**src/include/afl_map.svh**
```systemverilog
// constants for the admin feature and log query block
`ifndef AFL_MAP_SVH
`define AFL_MAP_SVH
// ==========================================================
// command dword 10 fields
`define AFL_FSEL_HI 7
`define AFL_FSEL_LO 0
`define AFL_DWORD_COUNT_HI 27
`define AFL_DWORD_COUNT_LO 16
`define AFL_LSEL_HI 15
`define AFL_LSEL_LO 0
// ==========================================================
// feature selectors
`define AFL_FEAT_FIRST 8'h01
`define AFL_FEAT_LAST 8'h0B
`define AFL_FEAT_LBA 8'h03
`define AFL_FEAT_MARK 8'h80
// ==========================================================
// log selectors
`define AFL_LOG_ERR 16'h0001
`define AFL_LOG_HEALTH 16'h0002
`define AFL_LOG_SLOT 16'h0003
`define AFL_LOG_VEND_LO 16'h0080
`define AFL_LOG_VEND_HI 16'h00FF
// ==========================================================
// buffer geometry and entry layout (dwords)
`define AFL_PAGE_BYTES 13'h1000
`define AFL_DW_BYTES 13'h0004
`define AFL_ENT_DW 5'h10
`define AFL_ENT_USED_DW 4'h8
`define AFL_CNT_START 64'h0000_0000_0000_0001
`define AFL_PLOC_BYTE_W 8
`define AFL_PLOC_BIT_W 3
`define AFL_IDX_W 12
`endif

```
**src/include/afl_pkg.sv**
```systemverilog
// types for the admin feature and log query block
package afl_pkg;
	typedef enum logic [1:0] {ST_IDLE, ST_XFER, ST_CPL} state_t;
	typedef struct packed {
		state_t st;
		logic is_log;
		logic [15:0] sel;
		logic [11:0] remain;
		logic [11:0] idx;
		logic [63:0] first_buffer_pointer;
		logic [63:0] second_buffer_pointer;
		logic wr_valid;
		logic [63:0] wr_addr;
		logic [31:0] wr_data;
		logic [11:0] wr_idx;
		logic cpl_valid;
		logic [31:0] cpl_dw0;
		logic [15:0] cpl_status;
		logic persist;
		logic [63:0] err_count;
		logic [7:0] head;
		logic [8:0] n_valid;
	} state_s_t;
endpackage : afl_pkg

```
**src/core/admin_feature_log_query.sv**
```systemverilog
// command engine for the feature query and log page query admin commands
// Behaviour
// feature query reads only both buffer pointers and dword 10
// feature selector is dword 10 bits 7:0, upper bits ignored
// selectors 01h..0Bh and 80h are known features
// only 03h returns a data buffer; 03h and 80h persist across power states
// host gives 4KB buffer, one discontinuity; no structure means pointers ignored
// second pointer only addresses the part after the page break
// after attributes are returned a completion is posted, dword 0 carries info
// log query reads only both buffer pointers and dword 10
// host gives 4KB log buffer; device writes the page into it
// dword count is bits 27:16, log selector bits 15:0, top bits ignored
// logs 01h..03h supported, 00h and 04h..7Fh reserved, 80h..FFh vendor
// one device-wide error log, fed by errored completions and error events
// n requested entries give the newest n errors, newest first
// each entry is 64 bytes; entry count reported as a parameter
// 64-bit error count starts at 1, increments, restorable; 0 marks empty
// entry holds queue id, command id and status code
// parameter location: byte in bits 7:0, bit in bits 10:8
// entry holds first failing block address and namespace
// byte 28 holds vendor log selector or 00h
// host asks for device-wide health log with namespace all ones
// reserved entry bytes and unused structure space return zero
//
// Our own choices: the plain strobed port.
`include "afl_map.svh"
`timescale 1ns/100ps
`default_nettype none
module admin_feature_log_query #(
	parameter int ERR_DEPTH = 4,
	parameter int FEAT_BUF_DW = 1024,
	parameter logic [15:0] ST_OK = 16'h0000,
	parameter logic [15:0] ST_BAD_FIELD = 16'h0002,
	parameter logic [15:0] ST_BAD_LOG = 16'h0009
) (
	input wire logic i_clk,
	input wire logic i_rst,
	input wire logic i_cmd_valid,
	input wire logic i_cmd_is_log,
	input wire logic [63:0] i_first_buffer_pointer,
	input wire logic [63:0] i_second_buffer_pointer,
	input wire logic [31:0] i_cdw10,
	output logic o_cmd_ready,
	output logic [7:0] o_feature_selector,
	input wire logic [31:0] i_feat_attr,
	output logic [15:0] o_log_selector,
	output logic [11:0] o_src_idx,
	input wire logic [31:0] i_src_data,
	output logic o_wr_valid,
	output logic [63:0] o_wr_addr,
	output logic [31:0] o_wr_data,
	input wire logic i_wr_ready,
	output logic o_cpl_valid,
	output logic [31:0] o_cpl_dw0,
	output logic [15:0] o_cpl_status,
	output logic o_feat_persist,
	input wire logic i_err_valid,
	input wire logic [15:0] i_err_sqid,
	input wire logic [15:0] i_err_cid,
	input wire logic [15:0] i_err_status,
	input wire logic [7:0] i_err_byte,
	input wire logic [2:0] i_err_bit,
	input wire logic [63:0] i_err_lba,
	input wire logic [31:0] i_err_nsid,
	input wire logic [7:0] i_err_vend_log,
	input wire logic i_cnt_restore,
	input wire logic [63:0] i_cnt_restore_val,
	output logic [63:0] o_err_count,
	output logic [15:0] o_err_entries
);
	localparam int AW = $clog2(ERR_DEPTH);
	typedef struct packed {
		logic [63:0] cnt;
		logic [15:0] sqid;
		logic [15:0] cid;
		logic [15:0] status;
		logic [15:0] ploc;
		logic [63:0] lba;
		logic [31:0] nsid;
		logic [7:0] vend;
	} err_ent_t;

	afl_pkg::state_s_t q, d;
	err_ent_t mem [ERR_DEPTH];
	err_ent_t ent;
	logic [11:0] ent_no, ent_dw;
	logic [AW-1:0] slot;
	logic [31:0] log_dw, src_dw;
	logic [12:0] page_off;
	logic [23:0] span;
	logic fsel_known, lsel_ok, uses_buf;

	// ==========================================================
	// error log storage
	// single shared log
	always_ff @(posedge i_clk) begin
		if (i_err_valid) begin
			mem[q.head[AW-1:0]] <= '{cnt: q.err_count,
				sqid: i_err_sqid, cid: i_err_cid, status: i_err_status,
				// byte and bit location
				ploc: {5'h00, i_err_bit, i_err_byte},
				lba: i_err_lba, nsid: i_err_nsid, vend: i_err_vend_log};
		end
	end

	// ==========================================================
	// decode and data selection
	always_comb begin
		// only low byte is the selector
		fsel_known = (i_cdw10[`AFL_FSEL_HI:`AFL_FSEL_LO] >= `AFL_FEAT_FIRST &&
			i_cdw10[`AFL_FSEL_HI:`AFL_FSEL_LO] <= `AFL_FEAT_LAST) ||
			i_cdw10[`AFL_FSEL_HI:`AFL_FSEL_LO] == `AFL_FEAT_MARK;
		// mandatory and vendor pages accepted
		lsel_ok = (i_cdw10[`AFL_LSEL_HI:`AFL_LSEL_LO] >= `AFL_LOG_ERR &&
			i_cdw10[`AFL_LSEL_HI:`AFL_LSEL_LO] <= `AFL_LOG_SLOT) ||
			(i_cdw10[`AFL_LSEL_HI:`AFL_LSEL_LO] >= `AFL_LOG_VEND_LO &&
			i_cdw10[`AFL_LSEL_HI:`AFL_LSEL_LO] <= `AFL_LOG_VEND_HI);
		// only the range-type feature has a buffer
		uses_buf = i_cdw10[`AFL_FSEL_HI:`AFL_FSEL_LO] == `AFL_FEAT_LBA;
		ent_no = q.idx >> 4;
		ent_dw = q.idx & 12'(`AFL_ENT_DW - 5'h01);
		// newest first: walk back from the write slot
		slot = AW'(q.head[AW-1:0] - AW'(1) - ent_no[AW-1:0]);
		ent = mem[slot];
		log_dw = 32'h0000_0000;
		case (ent_dw[3:0])
			// count in the first two dwords
			4'h0: log_dw = ent.cnt[31:0];
			4'h1: log_dw = ent.cnt[63:32];
			// queue, command and status
			4'h2: log_dw = {ent.cid, ent.sqid};
			4'h3: log_dw = {ent.ploc, ent.status};
			// block address and namespace
			4'h4: log_dw = ent.lba[31:0];
			4'h5: log_dw = ent.lba[63:32];
			4'h6: log_dw = ent.nsid;
			// vendor page pointer, upper bytes zero
			4'h7: log_dw = {24'h00_0000, ent.vend};
			default: log_dw = 32'h0000_0000;
		endcase
		// slots past the stored errors read as empty
		if ({3'h0, ent_no} >= {4'h0, q.n_valid} || ent_no >= 12'(ERR_DEPTH)) begin
			log_dw = 32'h0000_0000;
		end
		if (q.is_log && q.sel == `AFL_LOG_ERR) begin
			src_dw = log_dw;
		end else begin
			src_dw = i_src_data;
		end
		// second pointer covers only the part past the page end
		page_off = {1'b0, q.first_buffer_pointer[11:0]};
		span = {11'h000, page_off} + {10'h000, q.idx, 2'b00};
	end

	// ==========================================================
	// command state machine
	always_comb begin
		d = q;
		d.cpl_valid = 1'b0;
		case (q.st)
			afl_pkg::ST_IDLE: begin
				// only pointers and dword 10 are taken
				if (i_cmd_valid) begin
					d.is_log = i_cmd_is_log;
					d.first_buffer_pointer = i_first_buffer_pointer;
					d.second_buffer_pointer = i_second_buffer_pointer;
					d.idx = 12'h000;
					d.cpl_dw0 = 32'h0000_0000;
					d.cpl_status = ST_OK;
					d.persist = 1'b0;
					d.st = afl_pkg::ST_XFER;
					if (i_cmd_is_log) begin
						// count and selector fields
						d.sel = i_cdw10[`AFL_LSEL_HI:`AFL_LSEL_LO];
						d.remain = i_cdw10[`AFL_DWORD_COUNT_HI:`AFL_DWORD_COUNT_LO];
						if (!lsel_ok) begin
							d.remain = 12'h000;
							d.cpl_status = ST_BAD_LOG;
						end
					end else begin
						d.sel = {8'h00, i_cdw10[`AFL_FSEL_HI:`AFL_FSEL_LO]};
						// pointers unused unless a structure returns
						d.remain = uses_buf ? 12'(FEAT_BUF_DW) : 12'h000;
						// unknown selectors are rejected
						if (!fsel_known) begin
							d.remain = 12'h000;
							d.cpl_status = ST_BAD_FIELD;
						end
						// persistent features
						d.persist = i_cdw10[`AFL_FSEL_HI:`AFL_FSEL_LO] == `AFL_FEAT_LBA ||
							i_cdw10[`AFL_FSEL_HI:`AFL_FSEL_LO] == `AFL_FEAT_MARK;
					end
				end
			end
			afl_pkg::ST_XFER: begin
				if (q.wr_valid && i_wr_ready) begin
					d.wr_valid = 1'b0;
				end
				// write one dword per free slot of the output stage
				if (!q.wr_valid || i_wr_ready) begin
					if (q.remain != 12'h000) begin
						d.wr_valid = 1'b1;
						d.wr_data = src_dw;
						d.wr_idx = q.idx;
						if (span >= {11'h000, `AFL_PAGE_BYTES}) begin
							d.wr_addr = q.second_buffer_pointer + 64'(span - {11'h000, `AFL_PAGE_BYTES});
						end else begin
							d.wr_addr = q.first_buffer_pointer + 64'({q.idx, 2'b00});
						end
						d.idx = q.idx + 12'h001;
						d.remain = q.remain - 12'h001;
					end else begin
						d.st = afl_pkg::ST_CPL;
					end
				end
			end
			afl_pkg::ST_CPL: begin
				// completion only after all data left
				d.cpl_valid = 1'b1;
				if (!q.is_log && q.cpl_status == ST_OK) begin
					d.cpl_dw0 = i_feat_attr;
				end
				d.st = afl_pkg::ST_IDLE;
			end
			default: d.st = afl_pkg::ST_IDLE;
		endcase
		// count starts at one and survives through restore
		if (i_cnt_restore) begin
			d.err_count = i_cnt_restore_val;
		end
		// capture wins over a simultaneous restore
		if (i_err_valid) begin
			d.err_count = q.err_count + 64'h0000_0000_0000_0001;
			d.head = q.head + 8'h01;
			if (q.n_valid < 9'(ERR_DEPTH)) begin
				d.n_valid = q.n_valid + 9'h001;
			end
		end
	end

	always_ff @(posedge i_clk) begin
		if (i_rst) begin
			q <= '0;
			q.st <= afl_pkg::ST_IDLE;
			q.err_count <= `AFL_CNT_START;
		end else begin
			q <= d;
		end
	end

	assign o_cmd_ready = q.st == afl_pkg::ST_IDLE;
	assign o_feature_selector = q.sel[7:0];
	assign o_log_selector = q.sel;
	assign o_src_idx = q.idx;
	assign o_wr_valid = q.wr_valid;
	assign o_wr_addr = q.wr_addr;
	assign o_wr_data = q.wr_data;
	assign o_cpl_valid = q.cpl_valid;
	assign o_cpl_dw0 = q.cpl_dw0;
	assign o_cpl_status = q.cpl_status;
	assign o_feat_persist = q.persist;
	assign o_err_count = q.err_count;
	// entry capacity reported for the identify structure
	assign o_err_entries = 16'(ERR_DEPTH);

	// ==========================================================
	// checks
	logic accept;
	assign accept = i_cmd_valid && q.st == afl_pkg::ST_IDLE;
endmodule : admin_feature_log_query
`default_nettype wire

```
**config.mk**
```make
export PLATFORM = sky130hd
export DESIGN_NAME = admin_feature_log_query
export DESIGN_NICKNAME = d
export VERILOG_FILES = /design/src/include/afl_pkg.sv /design/src/core/admin_feature_log_query.sv
export VERILOG_INCLUDE_DIRS = /design/src /design/src/include
export SDC_FILE = /design/constraint.sdc
export NUM_CORES = 2
export LEC_CHECK = 0
export BUFFER_PORTS_ARGS = -buffer_cell sky130_fd_sc_hd__buf_4
export CAP_MARGIN = 20
export CORE_AREA = 2 2 353 355
export DETAILED_ROUTE_END_ITERATION = 10
export DIE_AREA = 0 0 355 357
export PLACE_DENSITY = 0.67
export SLEW_MARGIN = 40
export SYNTH_ARGS = -nofsm -noshare
export SYNTH_HDL_FRONTEND = slang
export SYNTH_SLANG_ARGS = --single-unit
```
**constraint.sdc**
```tcl
create_clock -name i_clk -period 10.2 [get_ports i_clk]
set_input_delay 0 -clock i_clk [delete_from_list [all_inputs] [get_ports i_clk]]
set_output_delay 0 -clock i_clk [all_outputs]
set_load 0.05 [all_outputs]
```
Word level (Yosys, flattened, before mapping). Memories as Yosys holds them, arrays and structs flattened. Index checks and enable logic that the tools add are counted. W data, S select, Z words.

Output and inout port bits: 264. Memories: 1. Bits in writable memories: 908. Bits in latches: 0. Word-level logic and storage cells: 114. Flip-flop bits (word level): 411. Memory bits (read-only): 0. Input bits: 458.

Memories: mem (words 4, bits a word 227, rd ports 1, clocked after Yosys merged registers in 0, write ports 1, RTL line admin_feature_log_query.sv:84) `err_ent_t mem [ERR_DEPTH];`.

Shift operators: 0. Bitwise gates (word level): 0. Reductions and logical operators: 26. Eq/ne operators: 17. Multiplexer cells: 31. Div/mod/pow operators: 0. Order comparisons: 10. Add/sub/neg operators: 11. $mul: 0.

Operators with widths (number): $pmux W32 S8 (1); $mux W109 (2); $mux W171 (1); $mux W64 (2); $mux W32 (3); $mux W81 (1); $add A64 B1 Y64 const B (1); $add A64 B14 Y64 (1); $add A64 B64 Y64 (1); $pmux W32 S2 (1); $mux W49 (1); $mux W24 (2); $pmux W24 S2 (1); $mux W28 (1); $mux W11 (2); $eq A16 B1 Y1 const B (1); $eq A4 B3 Y1 const B (4); $ge A16 B1 Y1 const B (1); $ge A16 B8 Y1 const B (1); $le A16 B2 Y1 const B (1); $le A16 B8 Y1 const B (1); $logic_not A16 Y1 (1); $sub A15 B13 Y16 const B (1); $add A12 B14 Y15 (1); other kinds (35) (62).

Depth between registers and ports, before layout. An unclocked memory read counts as a cell.

Word-level depth: 8. Depth in mapped cells: 21. Mapped depth without buffers: 21.

Worst setup path before layout. OpenSTA, ideal clock, no wires.

Path type: input-to-reg. Start point: in i_err_valid. End point: mem mem[0][0] (netlist bit) (enable). Path slack: 3.599 ns. Arrival time: 5.986 ns. Library setup time: 0.615 ns. Stages on the path: 4. Path through: clkbuf_1 clkbuf_1 clkbuf_1 and2_1.

Longest elaborated chain between the ends: 2.

RTL lines: start, declared (RTL line admin_feature_log_query.sv:57) `input wire logic i_err_valid,`; $mux W1 (RTL line admin_feature_log_query.sv:97) `if (i_err_valid) begin`; $mux W1 (implied by the code) (RTL line admin_feature_log_query.sv:98) `mem[q.head[AW-1:0]] <= '{cnt: q.err_count,`; end, declared (RTL line admin_feature_log_query.sv:84).

Every way passes these cells.

Final worst setup path.
Start point: reg q (netlist bit o_src_idx[0]). End point: reg q (netlist bit o_wr_addr[59]).

Longest elaborated chain between the ends: 4. Elaborated cells between the ends (all ways): 6.

RTL lines: start, declared (RTL line admin_feature_log_query.sv:83) `afl_pkg::state_s_t q, d;`; $add A12 B14 Y15 (RTL line admin_feature_log_query.sv:152) `span = {11'h000, page_off} + {10'h000, q.idx, 2'b00};`; $sub A15 B13 Y16 (RTL line admin_feature_log_query.sv:206) `` d.wr_addr = q.second_buffer_pointer + 64'(span - {11'h000, `AFL_PAGE_BYTES}); ``; $add A64 B64 Y64 (RTL line admin_feature_log_query.sv:206); $mux W64 (*) (RTL line admin_feature_log_query.sv:205) `` if (span >= {11'h000, `AFL_PAGE_BYTES}) begin ``.

Mark *: on every way between the ends. The rest lies on a longest branch, timed or not. A chain may end at the register's enable or synchronous reset.

==> flow_results.xml <==
<?xml version="1.0" encoding="UTF-8"?>
<metrics>
  <group name="clock_tree">
    <metric name="post_cts_resized" unit="">0</metric>
    <metric name="clock_tree_from_tritoncts" unit="">yes</metric>
    <metric name="worst_setup_hold_path_clk_slew" unit="ns">0.07</metric>
    <metric name="number_of_clock_sinks" unit="">1287</metric>
    <metric name="clock_tree.htree_level_count" unit="">4</metric>
    <metric name="cts_root_buffer" unit="">clkbuf_16</metric>
    <metric name="cts.path.max_buffers" unit="">3</metric>
    <metric name="post_cts_buffers" unit="">0</metric>
    <metric name="insertion_delay" unit="ns">0.78</metric>
    <metric name="cts_inserted_buffers" unit="">139</metric>
    <metric name="number_of_buffers_added_to_fix_hold_violations_after_cts" unit="">855</metric>
  </group>
  <group name="power">
    <metric name="share_comb_of_total_power" unit="">0.242</metric>
    <metric name="power.internal" unit="uW">10320</metric>
    <metric name="clkPwrFrac" unit="">0.339</metric>
    <metric name="pwr_density_cell" unit="nW/um^2">197.1</metric>
    <metric name="power_switching" unit="uW">4619</metric>
    <metric name="pwr-share-seq" unit="">0.419</metric>
    <metric name="power.ir.vdd_worst" unit="mV">0.1701</metric>
    <metric name="power_switching_share" unit="">0.3092</metric>
    <metric name="total_leakage_power" unit="uW">0.02798</metric>
  </group>
  <group name="routing">
    <metric name="routed_wirelength" unit="um">183100</metric>
    <metric name="average_routed_wire_per_standard_cell" unit="um">24.41</metric>
    <metric name="via_count" unit="">42610</metric>
    <metric name="detailedRoute.firstPassIterationCount" unit="">6</metric>
    <metric name="route.detailed.vias_per_inst" unit="">5.681</metric>
    <metric name="initialDrtViolationCount" unit="">4337</metric>
    <metric name="detail_route.drc_violations" unit="">0</metric>
    <metric name="ant_nets" unit="">0</metric>
  </group>
  <group name="finish">
    <metric name="mostFrequentLayoutCell" unit="">edfxtp_1</metric>
    <metric name="area.growth.synth_to_final" unit="%">31.81</metric>
    <metric name="fill_cells" unit="">9168</metric>
    <metric name="finish.net_count" unit="">6280</metric>
    <metric name="mostFrequentLayoutCells" unit="">908 x edfxtp_1, 855 x dlygate4sd3_1, 722 x buf_4</metric>
    <metric name="finish.instance_area" unit="sq um">75780</metric>
    <metric name="post_route_utilization" unit="">0.6161</metric>
    <metric name="drive_above_1_share" unit="">0.2097</metric>
  </group>
  <group name="floorplanning">
    <metric name="chipWidth" unit="um">355</metric>
    <metric name="initial_util" unit="">0.4674</metric>
    <metric name="io_pins" unit="">722</metric>
    <metric name="die_area" unit="sq um">126700</metric>
    <metric name="placementRows" unit="">129</metric>
    <metric name="core_area" unit="sq um">123000</metric>
    <metric name="die-height" unit="um">357</metric>
  </group>
  <group name="place">
    <metric name="port-buffer-count" unit="">688</metric>
    <metric name="post-dp-hpwl" unit="um">117900</metric>
    <metric name="routability_cong" unit="">0.9295</metric>
    <metric name="postPlaceCellArea" unit="sq um">62470</metric>
  </group>
  <group name="yosys">
    <metric name="summed_instance_area_of_the_synthesized_netlist" unit="sq um">57490</metric>
    <metric name="synth_seq_area_share" unit="">0.6063</metric>
    <metric name="ys_types" unit="">75</metric>
    <metric name="ys_seq_elements" unit="">1287</metric>
    <metric name="synthFlopType" unit="">edfxtp_1</metric>
    <metric name="synth_area_per_cell" unit="sq um">12.84</metric>
    <metric name="asyncSetResetFlopFracSynth" unit="">0</metric>
    <metric name="synth.yosys.warnings" unit="">0</metric>
    <metric name="synth_cells" unit="">4479</metric>
    <metric name="synth_edf_count" unit="">908</metric>
  </group>
  <group name="global_routing">
    <metric name="global_route.overflow_total" unit="">0</metric>
    <metric name="antenna_found_initial" unit="">35</metric>
    <metric name="track_usage" unit="">0.2826</metric>
    <metric name="grt_pass1_vias" unit="">42450</metric>
    <metric name="grt_pass1_wl" unit="um">267800</metric>
    <metric name="maximum_number_of_pins_on_one_net_before_global_route_repair" unit="">143</metric>
  </group>
  <group name="setup_path">
    <metric name="timing.critical_path.required" unit="ns">10.90</metric>
    <metric name="endpoint_kind" unit="">flip-flop</metric>
    <metric name="timing.reg2reg.worst_path_depth" unit="">20</metric>
    <metric name="critical_path.startpoint_type" unit="">flip-flop</metric>
    <metric name="timing.critical_path.fanout_max" unit="">49</metric>
    <metric name="arrival" unit="ns">6.97</metric>
    <metric name="worstSetupPathType" unit="">reg -&gt; reg</metric>
  </group>
  <group name="timing">
    <metric name="final.period_utilization" unit="">0.6147</metric>
    <metric name="slew-limit-headroom" unit="">0.3518</metric>
    <metric name="finalClockSkew" unit="ns">0.03585</metric>
    <metric name="timing.final.crit_period" unit="ns">6.270</metric>
    <metric name="slew_viol_final" unit="">0</metric>
    <metric name="finalHoldViolations" unit="">0</metric>
    <metric name="hold-worst-slack" unit="ns">0.04005</metric>
    <metric name="rsz0062_at_grt" unit="">no</metric>
    <metric name="setup_tns" unit="ns">0</metric>
    <metric name="setup_viol_count_final" unit="">0</metric>
    <metric name="worstMarginPinSlew" unit="ns">0.9723</metric>
    <metric name="clock.fmax" unit="MHz">159.5</metric>
  </group>
  <group name="min_path">
    <metric name="hold_depth" unit="">2</metric>
    <metric name="hp-class" unit="">in -&gt; reg</metric>
  </group>
  <group name="outcome">
    <metric name="status" unit="">complete, no violations</metric>
  </group>
  <group name="run">
    <metric name="cap_violations" unit="">0</metric>
  </group>
</metrics>
registers in the layout (all words and copies together) (netlist names):
name	count
o_cpl_valid	1
o_wr_addr	64
o_src_idx	12
o_err_count	64
o_cpl_dw0	32
mem	908
o_log_selector	16
o_wr_valid	1
o_wr_data	32
o_cpl_status	2
q	142
o_feat_persist	1
page_off	12
worst max-delay path: stages, from the launching register on:
cell,delay (ns)
dfxtp_1,0.43
ha_1,0.31
fa_1,0.43
a211oi_1,0.34
o211ai_1,0.18
a41o_1,0.33
or2_2,0.30
o31a_1,0.13
nor2_4,0.07
buf_4,0.49
ha_1,0.42
a21oi_1,0.28
o21ai_0,0.14
a221oi_1,0.34
o41ai_1,0.17
o211ai_1,0.38
a21oi_1,0.19
o21ai_0,0.60
o31ai_1,0.15
mux2_2,0.30
nor4_2,0.19
synthesized netlist by cell type, drive strengths merged (37+ instances only):
master  count  area (sq um)
dfxtp     379          7587
o21ai     101         505.5
a22oi     134          1006
a211oi    171          1289
ha         96          1201
a21oi     308          1545
nor2      209         784.5
and3       37         231.5
nor2b      73         456.7
xnor2      95         832.1
a21o       53         397.9
nand4      66         412.9
nor3       46         230.2
clkbuf    218         818.3
nand2     531          1993
edfxtp    908         27270
inv        42         157.7
xor2       78         683.2
nand3     122         610.6
mux4      227          5112
buf       305          2160
metrics by stage:
step           worst slack (ns)  total power (uW)  cells
6_report                  3.930             14940   7500
5_1_grt                   3.507             15450   7494
4_1_cts                   3.945             14940   7475
2_1_floorplan             3.599              8612   4506
3_5_place_dp              3.911              9577   6362
3_3_place_gp              3.876              9534   6360
routing by layer:
metal | global-route usage | up-vias | part of all wire
met5 | 0 | - | 0.00083
met4 | 0.1221 | 26 | 0.044
met3 | 0.06015 | 371 | 0.081
met2 | 0.4839 | 1913 | 0.50
met1 | 0.3462 | 21080 | 0.38
li1 | - | 19220 | -
cell type report:
cell class	count	area, sq um	share of cell area
inverters	42	157.7	0.002080
clock inverters	65	694.4	0.009164
clock buffers	193	3915	0.05166
well taps	1637	2048	0.02703
repair buffers	1600	14340	0.1893
flip-flops and latches	1287	34850	0.4599
multi-input cells	2654	19710	0.2601
diodes	22	55.05	0.0007265
kinds of logic (layout without fill, tap and decap cells):
kind of cell,count (synthesis),in the layout,synth area share
compound gates,922,922,0.1048
flops,1287,1287,0.6063
mux,242,242,0.09158
xor+xnor,173,173,0.02636
simple gates,1190,1190,0.09478
buf+inv,565,1900,0.05454
other cells,2,51,0.0001306
fa+ha+maj,98,98,0.02159
final timing paths:
kind	start	to	slack, ns
max	o_src_idx[0]	o_wr_addr[59]	3.93
max reg2reg	o_src_idx[0]	o_wr_addr[59]	3.93
min	i_err_nsid[24]	mem[2][32]	0.04
min reg2reg	o_cpl_dw0[26]	o_cpl_dw0[26]	0.45
power by group through the flow:
stage	combinational [uW]	sequential (uW)	clock (uW)
floorplan	2330	6280	0
global placement	3200	6340	0
detailed placement	3230	6350	0
CTS	3570	6240	5130
global route	3840	6280	5330
finish	3610	6250	5070
Note: power is estimated with default switching activity, not from simulation.
